--- src/gate_drive_pkg.sv ---
// constants used by the gate drive top, which hands the channel its timings in cycles
// assumes a single 100 MHz clock and a byte-addressed register bus
package gate_drive_pkg;
   // ----------------------------------------------------------------
   // clock and timing
   // ----------------------------------------------------------------
   localparam int CLK_PERIOD_NS = 10;
   localparam int DEAD_STEP_NS = 250;
   localparam logic [7:0] DEAD_STEP_CYC = 8'((DEAD_STEP_NS + CLK_PERIOD_NS - 1) / CLK_PERIOD_NS);
   localparam int BLANK_0_NS = 500;
   localparam int BLANK_1_NS = 1000;
   localparam int BLANK_2_NS = 2000;
   localparam int BLANK_3_NS = 4000;
   localparam logic [8:0] BLANK_0_CYC = 9'((BLANK_0_NS + CLK_PERIOD_NS - 1) / CLK_PERIOD_NS);
   localparam logic [8:0] BLANK_1_CYC = 9'((BLANK_1_NS + CLK_PERIOD_NS - 1) / CLK_PERIOD_NS);
   localparam logic [8:0] BLANK_2_CYC = 9'((BLANK_2_NS + CLK_PERIOD_NS - 1) / CLK_PERIOD_NS);
   localparam logic [8:0] BLANK_3_CYC = 9'((BLANK_3_NS + CLK_PERIOD_NS - 1) / CLK_PERIOD_NS);
   // undervoltage qualification time, plain default
   localparam int GATE_BIAS_UNDERVOLT_QUAL_TIME_NS = 1000;
   localparam logic [7:0] UV_QUAL_CYC =
      8'((GATE_BIAS_UNDERVOLT_QUAL_TIME_NS + CLK_PERIOD_NS - 1) / CLK_PERIOD_NS);
   // output enable low for longer than this drops to standby
   localparam int OE_LONG_NS = 1000000;
   localparam int OE_LONG_CYC = OE_LONG_NS / CLK_PERIOD_NS;
   // ----------------------------------------------------------------
   // register map
   // ----------------------------------------------------------------
   localparam logic [3:0] REG_CONFIG_ADDR = 4'h0;
   localparam logic [3:0] REG_STATUS_ADDR = 4'h4;
   // driver_config_word_2 fields
   localparam int CFG_DEAD_LSB = 0;
   localparam int CFG_BLANK_LSB = 4;
   localparam int CFG_SLEEP_BIT = 8;
   localparam int CFG_UVLO_EN_BIT = 9;
   localparam int CFG_OC_EN_BIT = 10;
   localparam logic [2:0] DEAD_RESET = 3'h7;
   localparam logic [1:0] BLANK_RESET = 2'h3;
   // status fields
   localparam int STS_UV_BIT = 0;
   localparam int STS_OC_BIT = 1;
   localparam int STS_OE_LONG_BIT = 2;
   localparam int STS_BLANK_LSB = 4;
   localparam int STS_HIGH_LSB = 8;
   localparam int STS_LOW_LSB = 12;
endpackage : gate_drive_pkg

--- src/gate_drive_commutation.sv ---
// three-phase gate control with dead time, blanking and driver faults
// assumes an Avalon-MM master with waitrequest, synchronous pins, 100 MHz
`timescale 1ns/100ps
// Overview of operation
// - both inputs of one half-bridge on turns both gate outputs off.
// - break-before-make delay before any gate on, 250 to 2000 ns.
// - dead time applied internally so inverted inputs never overlap gates.
// - blanking interval selectable 500 ns, 1, 2 or 4 us, reset 4 us.
// - blanking timer starts only once the dead time has expired.
// - current spikes during blanking raise no overcurrent fault.
// - undervoltage fault latches after qualification time, extended by blanking.
// - output enable low holds all six gate outputs low.
// - high gate input switches gate on, low switches it off.
// - fault, long output-enable low or sleep force all gates low.
module gate_drive_commutation #(
   parameter int OE_LONG_CYC = gate_drive_pkg::OE_LONG_CYC
) (
   input wire logic clock,
   input wire logic srst,
   input wire logic [3:0] address,
   input wire logic read,
   input wire logic write,
   input wire logic [31:0] writedata,
   output logic [31:0] readdata,
   output logic waitrequest,
   input wire logic output_enable,
   input wire logic [2:0] high_gate_in,
   input wire logic [2:0] low_gate_in,
   input wire logic [2:0] current_spike,
   input wire logic bias_undervolt,
   output logic [2:0] high_gate_q,
   output logic [2:0] low_gate_q
);
   logic waitrequest_q;
   logic [31:0] readdata_q;
   logic [2:0] dead_time_select_q;
   logic [1:0] blanking_time_select_q;
   logic sleep_q;
   logic uvlo_en_q;
   logic oc_en_q;
   logic uv_fault_q;
   logic oc_fault_q;
   logic oe_low_long_q;
   logic [16:0] oe_low_cnt_q;
   logic [7:0] uv_cnt_q;
   logic [7:0] dead_cycles;
   logic [8:0] blank_cycles;
   logic [2:0] blank_active;
   logic enable;
   logic uv_active;
   logic oc_hit;
   logic bus_ack;
   logic [31:0] status_word;
   logic [31:0] config_word;

   // ----------------------------------------------------------------
   // timing decode
   // ----------------------------------------------------------------
   assign dead_cycles = 8'((8'(dead_time_select_q) + 8'h01) * gate_drive_pkg::DEAD_STEP_CYC);
   always_comb begin
      unique case (blanking_time_select_q)
         2'h0: blank_cycles = gate_drive_pkg::BLANK_0_CYC;
         2'h1: blank_cycles = gate_drive_pkg::BLANK_1_CYC;
         2'h2: blank_cycles = gate_drive_pkg::BLANK_2_CYC;
         2'h3: blank_cycles = gate_drive_pkg::BLANK_3_CYC;
      endcase
   end

   // gates run only when enabled, fault free and awake
   assign enable = output_enable & ~uv_fault_q & ~oc_fault_q & ~sleep_q & ~oe_low_long_q;

   // ----------------------------------------------------------------
   // half-bridge channels
   // ----------------------------------------------------------------
   for (genvar i = 0; i < 3; i++) begin : g_phase
      gate_phase_channel u_chan (
         .clock(clock),
         .srst(srst),
         .enable(enable),
         .high_in(high_gate_in[i]),
         .low_in(low_gate_in[i]),
         .dead_cycles(dead_cycles),
         .blank_cycles(blank_cycles),
         .high_q(high_gate_q[i]),
         .low_q(low_gate_q[i]),
         .blank_active(blank_active[i])
      );
   end

   // ----------------------------------------------------------------
   // output enable watchdog
   // ----------------------------------------------------------------
   // low for longer than the limit drops to standby until enable returns
   always_ff @(posedge clock) begin
      if (srst || output_enable) begin
         oe_low_cnt_q <= 17'h00000;
         oe_low_long_q <= 1'b0;
      end else if (oe_low_cnt_q >= 17'(OE_LONG_CYC)) begin
         oe_low_long_q <= 1'b1;
      end else begin
         oe_low_cnt_q <= oe_low_cnt_q + 17'h00001;
      end
   end

   // ----------------------------------------------------------------
   // driver faults
   // ----------------------------------------------------------------
   // only spikes on a driven gate outside its blanking are judged
   assign oc_hit = oc_en_q & (|(current_spike & (high_gate_q | low_gate_q) & ~blank_active));
   assign uv_active = uvlo_en_q & bias_undervolt & (|(high_gate_q | low_gate_q));

   // qualification counter holds while any blanking runs
   always_ff @(posedge clock) begin
      if (srst || !uv_active) begin
         uv_cnt_q <= 8'h00;
      end else if (!(|blank_active) && uv_cnt_q != gate_drive_pkg::UV_QUAL_CYC) begin
         uv_cnt_q <= uv_cnt_q + 8'h01;
      end
   end

   // latched until output enable is dropped; set outranks clear
   always_ff @(posedge clock) begin
      if (srst) begin
         uv_fault_q <= 1'b0;
         oc_fault_q <= 1'b0;
      end else begin
         if (uv_active && uv_cnt_q == gate_drive_pkg::UV_QUAL_CYC) begin
            uv_fault_q <= 1'b1;
         end else if (!output_enable) begin
            uv_fault_q <= 1'b0;
         end
         if (oc_hit) begin
            oc_fault_q <= 1'b1;
         end else if (!output_enable) begin
            oc_fault_q <= 1'b0;
         end
      end
   end

   // ----------------------------------------------------------------
   // register bus
   // ----------------------------------------------------------------
   // every access answers one cycle after it is seen; waitrequest rests high otherwise
   assign bus_ack = (read | write) & waitrequest_q;
   always_ff @(posedge clock) begin
      if (srst) begin
         waitrequest_q <= 1'b1;
      end else begin
         waitrequest_q <= ~bus_ack;
      end
   end

   assign config_word = {21'h000000, oc_en_q, uvlo_en_q, sleep_q, 2'h0, blanking_time_select_q,
                         1'b0, dead_time_select_q};
   assign status_word = {17'h00000, low_gate_q, 1'b0, high_gate_q, 1'b0, blank_active,
                         1'b0, oe_low_long_q, oc_fault_q, uv_fault_q};

   // read data captured on the accepting cycle; unmapped reads give zero
   always_ff @(posedge clock) begin
      if (srst) begin
         readdata_q <= 32'h00000000;
      end else if (bus_ack && read) begin
         if (address == gate_drive_pkg::REG_CONFIG_ADDR) begin
            readdata_q <= config_word;
         end else if (address == gate_drive_pkg::REG_STATUS_ADDR) begin
            readdata_q <= status_word;
         end else begin
            readdata_q <= 32'h00000000;
         end
      end
   end

   // driver_config_word_2 written at the edge that completes the access
   always_ff @(posedge clock) begin
      if (srst) begin
         dead_time_select_q <= gate_drive_pkg::DEAD_RESET;
         blanking_time_select_q <= gate_drive_pkg::BLANK_RESET;
         sleep_q <= 1'b0;
         uvlo_en_q <= 1'b1;
         oc_en_q <= 1'b1;
      end else if (write && !waitrequest_q && address == gate_drive_pkg::REG_CONFIG_ADDR) begin
         dead_time_select_q <= writedata[gate_drive_pkg::CFG_DEAD_LSB +: 3];
         blanking_time_select_q <= writedata[gate_drive_pkg::CFG_BLANK_LSB +: 2];
         sleep_q <= writedata[gate_drive_pkg::CFG_SLEEP_BIT];
         uvlo_en_q <= writedata[gate_drive_pkg::CFG_UVLO_EN_BIT];
         oc_en_q <= writedata[gate_drive_pkg::CFG_OC_EN_BIT];
      end
   end

   assign waitrequest = waitrequest_q;
   assign readdata = readdata_q;

   // ----------------------------------------------------------------
   // checks
   // ----------------------------------------------------------------
   AST_OE_LOW_OFF: assert property (@(posedge clock) disable iff (srst)
      !output_enable ##1 !output_enable |-> high_gate_q == 3'h0 && low_gate_q == 3'h0)
      else $error("gate on with output enable low");
   AST_FAULT_OFF: assert property (@(posedge clock) disable iff (srst)
      (uv_fault_q || oc_fault_q || sleep_q) |=> high_gate_q == 3'h0 && low_gate_q == 3'h0)
      else $error("gate on during fault or sleep");
   AST_OC_CAUSE: assert property (@(posedge clock) disable iff (srst)
      $rose(oc_fault_q) |-> $past(|(current_spike & (high_gate_q | low_gate_q) & ~blank_active)))
      else $error("overcurrent latched from a blanked or idle gate");
   AST_UV_QUAL: assert property (@(posedge clock) disable iff (srst)
      $rose(uv_fault_q) |-> $past(uv_cnt_q) == gate_drive_pkg::UV_QUAL_CYC)
      else $error("undervolt latched before qualification");
   AST_UV_HOLD_BLANK: assert property (@(posedge clock) disable iff (srst)
      (uv_active && (|blank_active)) ##1 uv_active |-> $stable(uv_cnt_q))
      else $error("undervolt qualification advanced during blanking");
   AST_DEAD_MAP: assert property (@(posedge clock) disable iff (srst)
      dead_cycles == 8'(({5'h00, dead_time_select_q} + 8'h01) * 8'h19))
      else $error("dead time mapping wrong");
   AST_BUS_ONE_WAIT: assert property (@(posedge clock) disable iff (srst)
      (read || write) && waitrequest |=> !waitrequest) else $error("bus answer late");
   COV_OC: cover property (@(posedge clock) disable iff (srst) $rose(oc_fault_q));
   COV_UV: cover property (@(posedge clock) disable iff (srst) $rose(uv_fault_q));
   COV_CFG_WRITE: cover property (@(posedge clock) disable iff (srst) write && !waitrequest);
endmodule : gate_drive_commutation

--- src/gate_phase_channel.sv ---
// one half-bridge: interlock, break-before-make delay and blanking timer
// assumes gate inputs synchronous to clock and timings already in cycles
`timescale 1ns/100ps
module gate_phase_channel (
   input wire logic clock,
   input wire logic srst,
   input wire logic enable,
   input wire logic high_in,
   input wire logic low_in,
   input wire logic [7:0] dead_cycles,
   input wire logic [8:0] blank_cycles,
   output logic high_q,
   output logic low_q,
   output logic blank_active
);
   logic want_high;
   logic want_low;
   logic pend_high_q;
   logic pend_low_q;
   logic [7:0] dead_cnt_q;
   logic [8:0] blank_cnt_q;
   logic [7:0] off_cnt_q;

   // ----------------------------------------------------------------
   // request decode
   // ----------------------------------------------------------------
   // both asked on means neither; disable forces both off
   assign want_high = enable & high_in & ~low_in;
   assign want_low = enable & low_in & ~high_in;

   // ----------------------------------------------------------------
   // gate sequencing
   // ----------------------------------------------------------------
   // any change drops the gates at once, then waits out the dead time
   always_ff @(posedge clock) begin
      if (srst) begin
         pend_high_q <= 1'b0;
         pend_low_q <= 1'b0;
         dead_cnt_q <= 8'h00;
         blank_cnt_q <= 9'h000;
         high_q <= 1'b0;
         low_q <= 1'b0;
      end else if (want_high != pend_high_q || want_low != pend_low_q) begin
         pend_high_q <= want_high;
         pend_low_q <= want_low;
         dead_cnt_q <= dead_cycles;
         blank_cnt_q <= 9'h000; // stale blanking would mask the new edge
         high_q <= 1'b0;
         low_q <= 1'b0;
      end else if (dead_cnt_q != 8'h00) begin
         dead_cnt_q <= dead_cnt_q - 8'h01;
      end else if ((pend_high_q & ~high_q) | (pend_low_q & ~low_q)) begin
         high_q <= pend_high_q;
         low_q <= pend_low_q;
         blank_cnt_q <= blank_cycles;
      end else if (blank_cnt_q != 9'h000) begin
         blank_cnt_q <= blank_cnt_q - 9'h001;
      end
   end

   assign blank_active = blank_cnt_q != 9'h000;

   // helper: cycles both gates have been off, saturating
   always_ff @(posedge clock) begin
      if (srst || high_q || low_q) begin
         off_cnt_q <= 8'h00;
      end else if (off_cnt_q != 8'hff) begin
         off_cnt_q <= off_cnt_q + 8'h01;
      end
   end

   // ----------------------------------------------------------------
   // checks
   // ----------------------------------------------------------------
   AST_NO_OVERLAP: assert property (@(posedge clock) disable iff (srst)
      !(high_q && low_q)) else $error("both gates of a half-bridge on");
   AST_DEAD_BEFORE_ON: assert property (@(posedge clock) disable iff (srst)
      ($rose(high_q) || $rose(low_q)) |-> $past(off_cnt_q) >= dead_cycles)
      else $error("gate turned on before dead time elapsed");
   AST_BLANK_AT_ON: assert property (@(posedge clock) disable iff (srst)
      ($rose(high_q) || $rose(low_q)) |-> blank_active && blank_cnt_q == blank_cycles)
      else $error("blanking did not start at gate on");
   AST_NO_BLANK_IN_DEAD: assert property (@(posedge clock) disable iff (srst)
      (dead_cnt_q != 8'h00) |-> !blank_active) else $error("blanking ran during dead time");
   AST_DISABLE_OFF: assert property (@(posedge clock) disable iff (srst)
      !enable |=> !high_q && !low_q) else $error("gate on while disabled");
   COV_HIGH_ON: cover property (@(posedge clock) disable iff (srst) $rose(high_q));
   COV_LOW_ON: cover property (@(posedge clock) disable iff (srst) $rose(low_q));
endmodule : gate_phase_channel

--- config.mk ---
export PLATFORM = sky130hd
export DESIGN_NAME = gate_drive_commutation
export DESIGN_NICKNAME = d
export VERILOG_FILES = /design/src/gate_drive_pkg.sv /design/src/gate_drive_commutation.sv /design/src/gate_phase_channel.sv
export SDC_FILE = /design/constraint.sdc
export NUM_CORES = 1
export LEC_CHECK = 0
export ABC_CLOCK_PERIOD_IN_PS = 2980
export BUFFER_PORTS_ARGS = -buffer_cell sky130_fd_sc_hd__buf_2
export CAP_MARGIN = 0
export CORE_ASPECT_RATIO = 0.8
export CORE_MARGIN = 2
export CORE_UTILIZATION = 45
export DETAILED_ROUTE_END_ITERATION = 7
export PLACE_DENSITY = 0.71
export SLEW_MARGIN = 20
export SYNTH_ARGS = -nofsm -noshare
export SYNTH_HDL_FRONTEND = slang
export SYNTH_HIERARCHICAL = 1
export SYNTH_SLANG_ARGS = --single-unit
export TNS_END_PERCENT = 5
--- constraint.sdc ---
create_clock -name clock -period 2.98 [get_ports clock]
set_clock_uncertainty 0.1 [all_clocks]
set_input_delay 0.447 -clock clock [delete_from_list [all_inputs] [get_ports clock]]
set_output_delay 0.447 -clock clock [all_outputs]
set_load 0.05 [all_outputs]
Word level (Yosys, flattened, before mapping)
Index checks and enable logic that the tools add are counted.
Word-level totals
  register bits: 132
  bits in latches: 0
  bits in writable memories: 0
  ROM bits: 0
  bits of input ports: 51
  output and inout port bits: 39
  logic and storage cells: 166
  memories: 0
Cells by class
  $add $sub $neg: 9
  multipliers: 1
  div/mod/pow operators: 0
  magnitude comparators: 1
  equality and inequality tests: 14
  shifts and indexed selects: 0
  muxes and demuxes: 18
  bitwise gates (word level): 54
  reductions and logical operators: 39
Operator list (number)
  9-bit 2-to-1 mux: 6
  8-bit 2-to-1 mux: 6
  9-bit case mux with 4 select lines: 1
  15-bit 2-to-1 mux: 2
  9-bit nonzero test: 3
  9-bit by 1-bit subtractor with 9-bit output (second input constant): 3
  1-bit AND: 26
  8-bit nonzero test: 3
  8-bit by 1-bit subtractor with 8-bit output (second input constant): 3
  1-bit NOT: 20
  17-bit by 1-bit adder with 17-bit output (second input constant): 1
  17-bit greater-or-equal comparator (second input constant): 1
  2-bit AND reduction: 6
  2-bit nonzero test: 6
  3-bit OR reduction: 3
  8-bit by 1-bit adder with 8-bit output (second input constant): 1
  8-bit by 7-bit equality test with 1-bit output (second input constant): 1
  4-bit by 5-bit multiplier with 8-bit output (second input constant): 1
  8-bit by 7-bit != test with 1-bit output (second input constant): 1
  3-bit AND: 2
  1-bit != test: 6
  2-bit OR reduction: 3
  1-bit logical AND: 5
  1-bit logical OR: 5
  other kinds (12): 21

Longest topological paths before layout
  depth after elaboration: 10
  depth in mapped cells: 10
  gate-level depth less buffers: 10

By module
The synthesis kept the hierarchy.
Modules (own cells, without submodules)
  gate_phase_channel: instances 3, cells each 153, area an instance 1214.9 µm², seq. area each 420.4 µm²
  gate_drive_commutation: instances 1, cells each 309, area an instance 2658.8 µm², seq. area each 980.9 µm²

Least setup slack after synthesis
Ideal clock, no wire load.
  path kind: register to register
  start point: register g_phase[2].u_chan.blank_cnt_q[1]
  end point: register uv_cnt_q[1]
  data arrival time: 2533 ps
  data required time: 2754 ps
  setup slack: 221 ps
  stages on the path, launching flop included: 9
  buffers on the path: 0
  period minus slack after synthesis: 2759 ps
  path through: dfxtp_1 > inv_1 > ha_1 > or4b_4 > or4b_4 > nor3_1 > o21ai_0 > mux2i_1 > nor2_1
On the way
  cells in the longest elaborated chain, start to end: 4
RTL lines
  start: declaration: RTL line gate_phase_channel.sv:21  | logic [8:0] blank_cnt_q;
  start signal: assignment: RTL line gate_phase_channel.sv:55  | blank_cnt_q <= blank_cycles;
  start signal: assignment: RTL line gate_phase_channel.sv:57  | blank_cnt_q <= blank_cnt_q - 9'h001;
  9-bit nonzero test: RTL line gate_phase_channel.sv:61  | assign blank_active = blank_cnt_q != 9'h000;
  net blank_active[2]: RTL line gate_drive_commutation.sv:48  | logic [2:0] blank_active;
  3-bit OR reduction: RTL line gate_drive_commutation.sv:116  | end else if (!(|blank_active) && uv_cnt_q != gate_drive_pkg::UV_QUAL_CYC) begin
  1-bit zero test: RTL line gate_drive_commutation.sv:116
  1-bit logical AND: RTL line gate_drive_commutation.sv:116
  end signal: assignment: RTL line gate_drive_commutation.sv:117  | uv_cnt_q <= uv_cnt_q + 8'h01;
  end: declaration: RTL line gate_drive_commutation.sv:45  | logic [7:0] uv_cnt_q;
The timed path passes the listed nets, and every way through them passes these cells.
A chain may end at the register's enable or synchronous reset.

Worst setup path in the final report
  start point: register g_phase[1].u_chan.blank_cnt_q[0]
  end point: register uv_cnt_q[1]
On the way
  cells in the longest elaborated chain, start to end: 4
RTL lines (RTL line)
  start: declaration: gate_phase_channel.sv:21
  start signal: assignment: gate_phase_channel.sv:55
  start signal: assignment: gate_phase_channel.sv:57
  9-bit nonzero test: gate_phase_channel.sv:61
  net blank_active[1]: gate_drive_commutation.sv:48
  3-bit OR reduction: gate_drive_commutation.sv:116
  1-bit zero test: gate_drive_commutation.sv:116
  1-bit logical AND: gate_drive_commutation.sv:116
The timed path passes the listed nets, and every way through them passes these cells.

==> out/metrics.yaml <==
die:
  die_h_um: 110
  num_rows: 38
  coreArea_um2: 13600
  die_width_um: 136
  ios: 90
  initial_core_util_pct: 46.2
  die-area_um2: 15000
sta:
  setup_ws_ns: 0.250
  hold_viol: 0
  relSlewSlack_pct: 45.5
  rsz0062_at_grt: "false"
  fin_setup_tns_ns: 0
  timing.fmax_ghz: 0.366
  hold_slack_ns: 0.197
  min_period_ns: 2.73
  setup_viol: 0
  tightest_slew_ns: 0.812
  final_max_slew_viol_count: 0
  finalCritPeriodShare_pct: 91.6
routing:
  wl_per_cell_um: 15.0
  via_count: 5531
  ant_nets: 0
  drc_errors: 0
  drt-initial-drc-count: 447
  routed_wl_um: 15000
  drt_first_pass_iters: 5
  viasPerCell: 5.55
cells_and_area:
  seqCellArea_um2: 2240
  design_area_um2: 7030
  layoutNonFillerInstCount: 997
  syn2layout_area_growth_pct: 11.5
  multiInputGateArea_um2: 3760
  nNetsFinal: 886
  nFillCells: 1293
  drive_gt1_share_pct: 12.9
  antenna_cells: 0
critical_path:
  reg2reg_slack_ns: 0.25
  crit_chain: "inv_1 > ha_1 > or4b_4 > or4b_4 > nor3_1 > buf_4 > o21ai_0 > mux2i_1 > nor2_1"
  worst_setup_path_end_kind: "register"
  rr_worst_depth: 9
  critical_path_cell_count: 9
  arrival_ns: 2.86
  path_buf_inv: 2
  crit_path_max_incr_delay_ns: 0.56
  startpoint_type: "register"
  required_ns: 3.11
  cp_max_fo: 7
  cp_slowest_cell: "or4b_4"
  cpLargestDelayFamily: "simple AND/OR/NAND/NOR gates"
  crit_type: "register to register"
  cpMostUsedCell: "or4b_4"
placement:
  dp_cells: 981
  port_buffers: 45
  gp_congestion: 0.826
  hpwlAfterDp_um: 10700
  dpl_cell_area_um2: 6720
  pre_cts_ws_ns: 0.274
logic_synthesis:
  synth.largest_area_cell: "dfxtp_1"
  synthDistinctLibCells: 58
  yosysMostFrequentCell: "nor2_1"
  synth-edff-count: 0
  netlist_area_um2: 6300
  yosysSeqAreaShare_pct: 35.6
  async_flop_share_pct: 0
  ys_ff_latch: 112
  ys_top_cells_by_count: "117 x nor2_1, 112 x dfxtp_1, 62 x o21ai_0, 48 x a21oi_1, 43 x nand2_1"
  ys.flop_type: "dfxtp_1"
  synth_area_per_cell_um2: 8.21
  yosysWarnings: 6
  synth_area_leaders: "dfxtp_1 36%, nor2_1 7.0%, mux2i_1 6.0%, o21ai_0 4.9%, ha_1 4.6%"
  synth_cells: 768
  yosysTopAreaCellShare_pct: 35.6
flow_run:
  drv_cap: 0
clock_network:
  clkTransAtPathRegs_ns: 0.08
  cts_tree: "done"
  ctsHoldBuffers: 0
  htreeDepth: 3
  cts_resized: 0
  cts-root-buf: "clkbuf_16"
  cts.sinks: 112
  insertion_delay_ns: 0.35
  numCtsBuffers: 9
  clk_path_buf_depth: 2
  postCtsSetupBuffers: 0
worst_hold_path:
  min_path_cells: 3
  hold_path.class: "input pin to register"
global_route:
  track_usage_pct: 20.7
  grt_start_max_net_pins: 30
  grt_pass1_wl_um: 24600
  antenna_found_initial: 0
  grt_pass1_vias: 4987
  grt-ovfl-total: 0
power_and_ir_drop:
  vdd_drop_max_v: 0.000447
  leakagePower_uw: 0.00279
  powerDensity_nw_per_um2: 655
status:
  status: "complete, no violations"
-- registers in the layout, summed over array words and instances, names as in the netlist --
name	cells
uvlo_en_q	1
uv_cnt_q	8
waitrequest	1
oc_en_q	1
oe_low_long_q	1
g_phase.u_chan/pend_high_q	3
dead_time_select_q	3
oc_fault_q	1
g_phase.u_chan/low_q	3
sleep_q	1
oe_low_cnt_q	17
g_phase.u_chan/blank_cnt_q	27
g_phase.u_chan/dead_cnt_q	24
uv_fault_q	1
blanking_time_select_q	2
g_phase.u_chan/high_q	3
readdata	12
g_phase.u_chan/pend_low_q	3
-- logic make-up after synthesis --
family                   share of synthesized area [%]
AND/OR/NAND/NOR                                   26.2
AO/OA/AOI/OAI                                     17.4
flip-flops                                        35.6
buffers and inverters                             6.51
multiplexers                                      6.03
XOR/XNOR                                          3.61
adder cells (fa/ha/maj)                           4.57
other                                           0.0595
-- worst min-delay path: stages --
cell	delay, ns
buf_2	0.07
mux2i_1	0.05
nand2_1	0.05
-- layout make-up --
cell class | instances | share of cell area, %
clock buffers | 11 | 3.45
clock inverters | 5 | 0.926
inverters | 31 | 1.66
multi-input cells | 595 | 53.5
flip-flops and latches | 112 | 31.9
well taps | 180 | 3.21
repair buffers | 63 | 5.31
-- placed cells by master, fill, tap and decap left out, types with 15 or more instances in the layout --
cell,netlist,routed
nor2_1,117,117
dfxtp_1,112,112
o21ai_0,62,62
a21oi_1,48,48
buf_2,7,45
nand2_1,43,43
mux2i_1,38,38
inv_1,30,30
conb_1,1,24
ha_1,23,23
and2_1,22,22
nand3_1,19,19
nor3_1,19,19
buf_4,21,17
xor2_1,15,15
-- layer usage --
metal  global-route usage (%)  up-vias  routed length, µm
li1                         -     2797                  -
met1                     29.1     2589               7350
met2                     32.2      124               6760
met3                     4.43       21                672
met4                     5.21        0                210
met5                        0        -                  0
-- path summary, 6_finish.rpt --
path | end | start
setup / recovery | uv_cnt_q[1]$_SDFFE_PP0P_ | g_phase[1].u_chan/blank_cnt_q[0]$_SDFFE_PP0P_
hold / removal | blanking_time_select_q[0]$_SDFFE_PP1P_ | writedata[4]
setup reg to reg | uv_cnt_q[1]$_SDFFE_PP0P_ | g_phase[1].u_chan/blank_cnt_q[0]$_SDFFE_PP0P_
hold reg to reg | waitrequest$_SDFF_PP1_ | waitrequest$_SDFF_PP1_
-- stage by stage --
| step | total power (µW) | utilization, % |
|---|---|---|
| after floorplan | 3000 | - |
| after global placement | 3310 | 49.2 |
| after detailed placement | 3340 | 49.2 |
| after CTS | 4610 | 51.5 |
| after global routing | 4890 | 51.5 |
| final | 4600 | 51.5 |
-- power breakdown --
| part | internal [µW] | switching [µW] | total, µW |
|---|---|---|---|
| combinational | 680 | 891 | 1570 |
| sequential | 1640 | 140 | 1780 |
| clock | 684 | 571 | 1250 |
No activity file was read; power rests on OpenSTA's default activity.
